==> src/design/aps_defines.svh <==
// Register offsets, field positions and reset values for the alternate pin steering block.
`ifndef APS_DEFINES_SVH
`define APS_DEFINES_SVH
`define APS_ROUTE_B_ADDR 12'h000
`define APS_CONFIG_ADDR 12'h004
`define APS_RXDT_BIT 7
`define APS_SDO_BIT 6
`define APS_SS_BIT 5
`define APS_TGATE_BIT 3
`define APS_TXCK_BIT 2
`define APS_ROUTE_B_MASK 8'hec
`define APS_ROUTE_B_RESET 8'h00
`define APS_RDATA_RESET 32'h0000_0000
`endif

==> src/design/aps_pkg.sv <==
// Types shared by the alternate pin steering block.
package aps_pkg;
    // Peripheral drive request for one function: output data and output enable.
    typedef struct packed {
        logic dout;
        logic oe;
    } aps_drive_t;
    // Pin-side view of one candidate pin: override flag, data and enable.
    typedef struct packed {
        logic ovr;
        logic dout;
        logic oe;
    } aps_pin_t;
endpackage

==> src/design/aps_steer.sv <==
// Alternate pin steering with an APB register slave.
//
// Implementation choices: register access over APB and the register offsets.
`timescale 1ns/1ps
`default_nettype none
`include "aps_defines.svh"
// Summary of operation
// - Software selection bits steer each function; on large package select stays on pin A.
// - Receive, transmit, data out, select, gate move.
// - Selection changes never touch direction registers.
// - Overrides follow the currently selected pin.
// - Unselected pin keeps ordinary port behaviour.
module aps_steer (
    input wire logic core_clk,
    input wire logic sys_rst,
    input wire logic psel,
    input wire logic penable,
    input wire logic pwrite,
    input wire logic [11:0] paddr,
    input wire logic [31:0] pwdata,
    output logic [31:0] prdata,
    output logic pready,
    output logic pslverr,
    input wire logic large_pkg,
    input wire aps_pkg::aps_drive_t rxdt_drv,
    input wire aps_pkg::aps_drive_t txck_drv,
    input wire aps_pkg::aps_drive_t sdo_drv,
    input wire logic rxdt_pin_a_in,
    input wire logic rxdt_pin_b_in,
    input wire logic ss_pin_a_in,
    input wire logic ss_pin_b_in,
    input wire logic tgate_pin_a_in,
    input wire logic tgate_pin_b_in,
    output aps_pkg::aps_pin_t rxdt_pin_a,
    output aps_pkg::aps_pin_t rxdt_pin_b,
    output aps_pkg::aps_pin_t txck_pin_a,
    output aps_pkg::aps_pin_t txck_pin_b,
    output aps_pkg::aps_pin_t sdo_pin_a,
    output aps_pkg::aps_pin_t sdo_pin_b,
    output logic rxdt_in,
    output logic slave_select_in,
    output logic timer_gate_input,
    output logic [7:0] route_sel_q
);
    logic [7:0] route_ff, nxt_route;
    logic [31:0] rdata_ff, nxt_rdata;
    logic ready_ff, nxt_ready, err_ff, nxt_err;
    logic [2:0] large_sync_ff;
    logic large_q_ff;
    logic nxt_large_q;
    aps_pkg::aps_pin_t rx_a_ff, rx_b_ff, tx_a_ff, tx_b_ff, so_a_ff, so_b_ff;
    aps_pkg::aps_pin_t nxt_rx_a, nxt_rx_b, nxt_tx_a, nxt_tx_b, nxt_so_a, nxt_so_b;
    logic rxin_ff, ssin_ff, tgin_ff, nxt_rxin, nxt_ssin, nxt_tgin;
    logic setup_cyc, addr_ok, route_wr;

    assign setup_cyc = psel && !penable;
    assign addr_ok = (paddr == `APS_ROUTE_B_ADDR) || (paddr == `APS_CONFIG_ADDR);
    // A write lands only at the access edge where the master sees pready high, never at setup.
    assign route_wr = psel && penable && ready_ff && pwrite && (paddr == `APS_ROUTE_B_ADDR);

    // Package strap crosses into the clock domain; a change counts once stages two and three agree.
    always_comb begin
        nxt_large_q = large_q_ff;
        if (large_sync_ff[1] == large_sync_ff[2]) begin
            nxt_large_q = large_sync_ff[2];
        end
    end

    // Slave answers one cycle after setup, so pready rises in the first access cycle.
    always_comb begin
        nxt_route = route_ff;
        nxt_rdata = rdata_ff;
        nxt_ready = 1'b0;
        nxt_err = 1'b0;
        if (setup_cyc) begin
            nxt_ready = 1'b1;
            nxt_err = !addr_ok;
            nxt_rdata = `APS_RDATA_RESET;
            if (!pwrite && paddr == `APS_ROUTE_B_ADDR) begin
                nxt_rdata = {24'h000000, route_ff};
            end else if (!pwrite && paddr == `APS_CONFIG_ADDR) begin
                nxt_rdata = {31'h00000000, large_q_ff};
            end
        end
        if (route_wr) begin
            nxt_route = pwdata[7:0] & `APS_ROUTE_B_MASK;
        end
        if (large_q_ff) begin
            nxt_route[`APS_SS_BIT] = 1'b0;
        end
    end

    // Each function drives only its selected pin; the other gets no override and keeps port control.
    always_comb begin
        nxt_rx_a = '{ovr: !route_ff[`APS_RXDT_BIT], dout: rxdt_drv.dout, oe: rxdt_drv.oe};
        nxt_rx_b = '{ovr: route_ff[`APS_RXDT_BIT], dout: rxdt_drv.dout, oe: rxdt_drv.oe};
        nxt_tx_a = '{ovr: !route_ff[`APS_TXCK_BIT], dout: txck_drv.dout, oe: txck_drv.oe};
        nxt_tx_b = '{ovr: route_ff[`APS_TXCK_BIT], dout: txck_drv.dout, oe: txck_drv.oe};
        nxt_so_a = '{ovr: !route_ff[`APS_SDO_BIT], dout: sdo_drv.dout, oe: sdo_drv.oe};
        nxt_so_b = '{ovr: route_ff[`APS_SDO_BIT], dout: sdo_drv.dout, oe: sdo_drv.oe};
        if (!nxt_rx_a.ovr) nxt_rx_a = '0;
        if (!nxt_rx_b.ovr) nxt_rx_b = '0;
        if (!nxt_tx_a.ovr) nxt_tx_a = '0;
        if (!nxt_tx_b.ovr) nxt_tx_b = '0;
        if (!nxt_so_a.ovr) nxt_so_a = '0;
        if (!nxt_so_b.ovr) nxt_so_b = '0;
        // Inputs arrive already synchronised by the port block, so a plain select is enough.
        nxt_rxin = route_ff[`APS_RXDT_BIT] ? rxdt_pin_b_in : rxdt_pin_a_in;
        nxt_ssin = route_ff[`APS_SS_BIT] ? ss_pin_b_in : ss_pin_a_in;
        nxt_tgin = route_ff[`APS_TGATE_BIT] ? tgate_pin_b_in : tgate_pin_a_in;
    end

    // Direction registers live in the port block and no path here writes them.
    always_ff @(posedge core_clk or posedge sys_rst) begin
        if (sys_rst) begin
            route_ff <= `APS_ROUTE_B_RESET;
            rdata_ff <= `APS_RDATA_RESET;
            ready_ff <= 1'b0;
            err_ff <= 1'b0;
            large_sync_ff <= 3'h0;
            large_q_ff <= 1'b0;
            rx_a_ff <= '0;
            rx_b_ff <= '0;
            tx_a_ff <= '0;
            tx_b_ff <= '0;
            so_a_ff <= '0;
            so_b_ff <= '0;
            rxin_ff <= 1'b0;
            ssin_ff <= 1'b0;
            tgin_ff <= 1'b0;
        end else begin
            route_ff <= nxt_route;
            rdata_ff <= nxt_rdata;
            ready_ff <= nxt_ready;
            err_ff <= nxt_err;
            large_sync_ff <= {large_sync_ff[1:0], large_pkg};
            large_q_ff <= nxt_large_q;
            rx_a_ff <= nxt_rx_a;
            rx_b_ff <= nxt_rx_b;
            tx_a_ff <= nxt_tx_a;
            tx_b_ff <= nxt_tx_b;
            so_a_ff <= nxt_so_a;
            so_b_ff <= nxt_so_b;
            rxin_ff <= nxt_rxin;
            ssin_ff <= nxt_ssin;
            tgin_ff <= nxt_tgin;
        end
    end

    assign prdata = rdata_ff;
    assign pready = ready_ff;
    assign pslverr = err_ff;
    assign rxdt_pin_a = rx_a_ff;
    assign rxdt_pin_b = rx_b_ff;
    assign txck_pin_a = tx_a_ff;
    assign txck_pin_b = tx_b_ff;
    assign sdo_pin_a = so_a_ff;
    assign sdo_pin_b = so_b_ff;
    assign rxdt_in = rxin_ff;
    assign slave_select_in = ssin_ff;
    assign timer_gate_input = tgin_ff;
    assign route_sel_q = route_ff;

    property p_reserved_zero;
        @(posedge core_clk) disable iff (sys_rst) (route_ff & ~`APS_ROUTE_B_MASK) == 8'h00;
    endproperty
    a_reserved_zero: assert property (p_reserved_zero) else $error("reserved select bit set");
    property p_write_lands;
        @(posedge core_clk) disable iff (sys_rst)
            (route_wr && !large_q_ff) |=> route_ff == ($past(pwdata[7:0]) & `APS_ROUTE_B_MASK);
    endproperty
    a_write_lands: assert property (p_write_lands) else $error("select write lost");
    property p_ss_locked;
        @(posedge core_clk) disable iff (sys_rst) large_q_ff |=> !route_ff[`APS_SS_BIT];
    endproperty
    a_ss_locked: assert property (p_ss_locked) else $error("select bit writable on large package");
    property p_sdo_follows;
        @(posedge core_clk) disable iff (sys_rst) 1'b1 |=> so_b_ff.ovr == $past(route_ff[`APS_SDO_BIT]);
    endproperty
    a_sdo_follows: assert property (p_sdo_follows) else $error("data out override on wrong pin");
    property p_exclusive;
        @(posedge core_clk) disable iff (sys_rst) !(rx_a_ff.ovr && rx_b_ff.ovr) && !(tx_a_ff.ovr && tx_b_ff.ovr);
    endproperty
    a_exclusive: assert property (p_exclusive) else $error("both pins overridden");
    property p_unsel_quiet;
        @(posedge core_clk) disable iff (sys_rst) !so_a_ff.ovr |-> !so_a_ff.oe && !so_a_ff.dout;
    endproperty
    a_unsel_quiet: assert property (p_unsel_quiet) else $error("unselected pin driven");
    property p_rx_in_route;
        @(posedge core_clk) disable iff (sys_rst) 1'b1 |=> rxin_ff == ($past(route_ff[`APS_RXDT_BIT]) ?
            $past(rxdt_pin_b_in) : $past(rxdt_pin_a_in));
    endproperty
    a_rx_in_route: assert property (p_rx_in_route) else $error("receive input misrouted");
    property p_ready_pulse;
        @(posedge core_clk) disable iff (sys_rst) setup_cyc |=> pready ##1 !pready;
    endproperty
    a_ready_pulse: assert property (p_ready_pulse) else $error("pready not one cycle");
    property p_read_only_no_change;
        @(posedge core_clk) disable iff (sys_rst) !route_wr && !large_q_ff |=> $stable(route_ff);
    endproperty
    a_read_only_no_change: assert property (p_read_only_no_change) else $error("select changed w/o write");
    c_write: cover property (@(posedge core_clk) setup_cyc && pwrite && paddr == `APS_ROUTE_B_ADDR);
    c_alt_sdo: cover property (@(posedge core_clk) so_b_ff.ovr && so_b_ff.oe);
    c_bad_addr: cover property (@(posedge core_clk) pslverr);
    c_large_lock: cover property (@(posedge core_clk) large_q_ff && route_wr && pwdata[`APS_SS_BIT]);
    c_alt_rx: cover property (@(posedge core_clk) rx_b_ff.ovr && rx_b_ff.oe);
    property p_unmapped_err;
        @(posedge core_clk) disable iff (sys_rst) (setup_cyc && !addr_ok) |=> pslverr && pready;
    endproperty
    a_unmapped_err: assert property (p_unmapped_err) else $error("unmapped access not refused");
    property p_err_with_ready;
        @(posedge core_clk) disable iff (sys_rst) pslverr |-> pready;
    endproperty
    a_err_with_ready: assert property (p_err_with_ready) else $error("error without ready");
    property p_tgate_route;
        @(posedge core_clk) disable iff (sys_rst) 1'b1 |=> tgin_ff == ($past(route_ff[`APS_TGATE_BIT]) ?
            $past(tgate_pin_b_in) : $past(tgate_pin_a_in));
    endproperty
    a_tgate_route: assert property (p_tgate_route) else $error("timer gate input misrouted");
    property p_ss_route;
        @(posedge core_clk) disable iff (sys_rst) 1'b1 |=> ssin_ff == ($past(route_ff[`APS_SS_BIT]) ?
            $past(ss_pin_b_in) : $past(ss_pin_a_in));
    endproperty
    a_ss_route: assert property (p_ss_route) else $error("slave select input misrouted");
endmodule
`default_nettype wire

==> config.mk <==
export PLATFORM = sky130hd
export DESIGN_NAME = aps_steer
export DESIGN_NICKNAME = d
export VERILOG_FILES = /design/src/design/aps_pkg.sv /design/src/design/aps_steer.sv
export VERILOG_INCLUDE_DIRS = /design/src /design/src/design
export SDC_FILE = /design/constraint.sdc
export NUM_CORES = 1
export LEC_CHECK = 0
export BUFFER_PORTS_ARGS = -buffer_cell sky130_fd_sc_hd__buf_2
export CORE_MARGIN = 2
export CORE_UTILIZATION = 31
export DETAILED_ROUTE_END_ITERATION = 8
export HOLD_SLACK_MARGIN = 0.06
export PLACE_DENSITY = 0.68
export SETUP_SLACK_MARGIN = 0.15
export SLEW_MARGIN = 20
export SYNTH_ARGS = -nofsm -noshare
export SYNTH_HDL_FRONTEND = slang
export SYNTH_SLANG_ARGS = --single-unit
==> constraint.sdc <==
create_clock -name core_clk -period 1.6 [get_ports core_clk]
set_input_delay 0.16 -clock core_clk [delete_from_list [all_inputs] [get_ports core_clk]]
set_output_delay 0.16 -clock core_clk [all_outputs]
set_load 0.02 [all_outputs]
==> results.tsv <==
stage	metric	value	unit
synthesis	Post-synth top flop	dfrtp_1	
power	Worst VDD drop	429	uV
floorplan	CORE AREA	0.00482	sq mm
power	pwr/cell area	908	mW/mm^2
sta	setup_tns	0	ns
floorplan	Die H	75.4	um
global_routing	All-Layer GR Usage	10.2	%
power	Net Sw Frac	23.8	%
route	Iter 0 DRT Violations	12	
power	Sequential Power Share	54.9	%
finish	Finished Cell Area	0.00198	sq mm
global_routing	initial antenna violation count	0	
finish	register area	951	sq um
clock_tree	TritonCTS Buffers	5	
synthesis	Synth Area in Compound Gates	3.72	%
run	MaxCap Viol Count	0	
floorplan	Top Ports	125	
setup_path	CP Launch Type	register	
global_routing	largest net degree at the start of global routing	22	
finish	# fillers	487	
synthesis	top post-synthesis cells by area	dfrtp_1, buf_4, mux2_2	
placement	HPWL after DPL	2.14	mm
status	status	completed	
global_routing	Congestion Overflow GR	0	
sta	headroom to the max-slew limit	58.2	%
sta	Slew Limit Fails	0	
synthesis	Yosys warnings	0	
power	total internal power	0.00137	W
finish	nets	253	
floorplan	# rows	25	
synthesis	XOR/XNOR Fraction of Synth Area	0	%
clock_tree	CTS Root Cell	clkbuf_8	
sta	final worst path period share	79.5	%
synthesis	asr flop ratio synth	100	%
synthesis	largest family of logic cells by synthesized area	buffers and inverters	
synthesis	number of synthesized flops with an enable pin	0	
finish	final design utilization	41.2	%
synthesis	Post-Synth Adder-Cell Area	0.633	%
floorplan	initial core utilization	32.8	%
setup_path	WP buf/inv	0	
sta	clk_skew	0.000757	ns
route	via/cell ratio	3.91	
route	Routed WL	2.81	mm
power	power share of the combinational group	10.9	%
route	Antenna Violating Nets Remaining	0	
sta	fmax	0.786	GHz
synthesis	post-synth top area cell	dfrtp_1	
finish	multi-input logic area	472	sq um
setup_path	WS Path Type	register to register	
sta	final setup fails	0	
setup_path	Cell Chain, Critical Path	and4_1 -> nand4_2 -> mux2_1	
clock_tree	worst skew pair latency	0.27	ns
placement	GP Congestion	0.610	
sta	min cycle time layout	1.27	ns
synthesis	post-synthesis sequential area ratio	60.2	%
finish	area grow syn2layout	25.5	%
route	via count	1006	
finish	n_diodes	0	
synthesis	#FFs+latches synth	38	
synthesis	Mean Syn Cell Area	13.5	sq um
sta	Final Hold Violating Endpoints	0	
route	DRT Pass-1 Iters	3	
power	power share of the clock group	34.3	%
setup_path	CP max FO	5	
power	Leak	1.08	nW
setup_path	Slowest-stage cell, CP	mux2_1	
setup_path	cell family with most CP delay	simple AND/OR/NAND/NOR gates	
sta	worst slew pin tran	0.623	ns
synthesis	top-count cell post-synth	dfrtp_1	
clock_tree	# H-tree levels	2	
global_routing	vias in the first global route	930	
floorplan	Die Wd	75.4	um
synthesis	Mapped Cells	117	
placement	Placed Area	0.00188	sq mm
placement	port bufs	68	
setup_path	Crit path required time	1.76	ns
route	Avg WL per Cell	10.9	um
global_routing	first-pass GRT wire length	4.13	mm
finish	share of layout cells above drive strength 1	46.3	%
setup_path	Worst EP arrival	1.43	ns
setup_path	critical path's largest stage delay	0.38	ns
synthesis	mux cell area share after synthesis	5.62	%
floorplan	die area	0.00568	sq mm
synthesis	Cell Area, Synth	0.00158	sq mm
synthesis	Yosys top cell area share	60.2	%
clock_tree	CTS tree	built	
synthesis	simple-gate area share of the yosys netlist	13.0	%
route	DRC Markers	0	
power	NetSw	0.000429	W
synthesis	leading cell types by count after synthesis	dfrtp_1, buf_4, and2_1, mux2_2, nor2b_1	
min_path	Hold Path Class	input port to register	
setup_path	Critical Path End Type	register	
sta	RSZ-0062 raised after global routing	false	
synthesis	post-synth cell types	23	
clock_tree	Clock Sinks	38	
clock_tree	maximum root-to-sink buffer count	2	
clock_tree	Reg clk slew, reported paths	0.07	ns
-- area by class of cell --
cell class	count	share of cell area, %
well taps	67	4.23
multi-input cells	69	23.8
repair buffers	72	18.9
inverters	5	0.946
flip-flops and latches	38	47.9
clock buffers	6	4.16
-- state kept, by name, indices dropped and copies added, names as in the netlist, 3 cells and up --
signal,flops
large_sync_ff,3
prdata,6
route_sel_q,5
rxdt_pin_a,3
rxdt_pin_b,3
sdo_pin_a,3
sdo_pin_b,3
txck_pin_a,3
txck_pin_b,3
-- worst reg2reg max path, stage by stage (launching register included) --
cell     delay [ns]
dfrtp_1        0.34
and4_1         0.21
nand4_2        0.23
mux2_1         0.38
-- repair_timing --
action,in CTS,in global routing
resized for setup,0,0
buffers inserted,0,0
hold buffers,2,0
hold endpoints to repair,18,0
-- path summary, 6_finish.rpt --
path / cells past startpoint / to / slack [ns] / start
setup / recovery: 3 / route_sel_q[7] / 0.33 / pready
hold / removal: 2 / route_sel_q[7] / 0.1 / pwdata[7]
setup reg to reg: 3 / route_sel_q[7] / 0.33 / pready
hold reg to reg: 0 / large_sync_ff[1] / 0.35 / large_sync_ff[0]
max in group asynchronous: 4 / rxdt_pin_a[0] / 0.54 / sys_rst
min in group asynchronous: 3 / txck_pin_a[1] / 0.43 / sys_rst
-- metrics by stage --
stage	hold WS (ns)	total power (W)	std cells	setup slack (ns)
finish	0.0962	0.00180	257	0.328
global route	0.0876	0.00189	257	0.237
CTS	0.0820	0.00184	257	0.267
detailed placement	0.185	0.00120	249	0.125
global placement	0.178	0.00120	249	0.133
floorplan	0.191	0.00118	145	0.319
-- cell usage in the layout (no fill, tap or decap) --
cell type	netlist	routed
mux2_1	1	1
nand4_2	1	1
mux2_2	6	6
maj3_1	1	1
nor2_1	1	1
dfrtp_1	38	38
conb_1	1	29
clkinv_1	0	1
a31oi_1	1	1
dlygate4sd3_1	0	2
clkbuf_8	0	6
nand2b_1	1	1
nor4_4	3	3
mux2i_1	1	1
and4_1	1	1
nand3_2	1	1
o41ai_1	1	1
and2_1	6	6
nand2_1	2	2
nor2b_1	6	6
nor3_1	1	1
buf_4	32	2
a22o_1	5	5
buf_2	0	68
inv_1	5	4
nor4_2	1	1
-- cells by family (layout without fill, tap and decap cells) --
group,Yosys count,in the layout
compound gates,7,7
simple gates,24,24
buf+inv,38,83
fa+ha+maj,1,1
flops,38,38
other cells,1,29
mux,8,8
-- power groups by stage --
stage / clock network (W) / logic (W) / registers (W)
6_report: 0.000617 / 0.000195 / 0.000988
5_1_grt: 0.000690 / 0.000216 / 0.000989
4_1_cts: 0.000656 / 0.000198 / 0.000988
3_5_place_dp: 0 / 0.000194 / 0.00101
3_3_place_gp: 0 / 0.000190 / 0.00101
2_1_floorplan: 0 / 0.000151 / 0.00102
-- layer usage --
metal  vias up  global-route usage [%]  share of wire (%)
met4         0                    5.26               0.75
met2        57                    16.7                 52
met1       471                    11.1                 37
met3         4                    4.37                9.5
li1        474                       -                  -
met5         -                       0                  0
(Power assumes the default switching activity.)
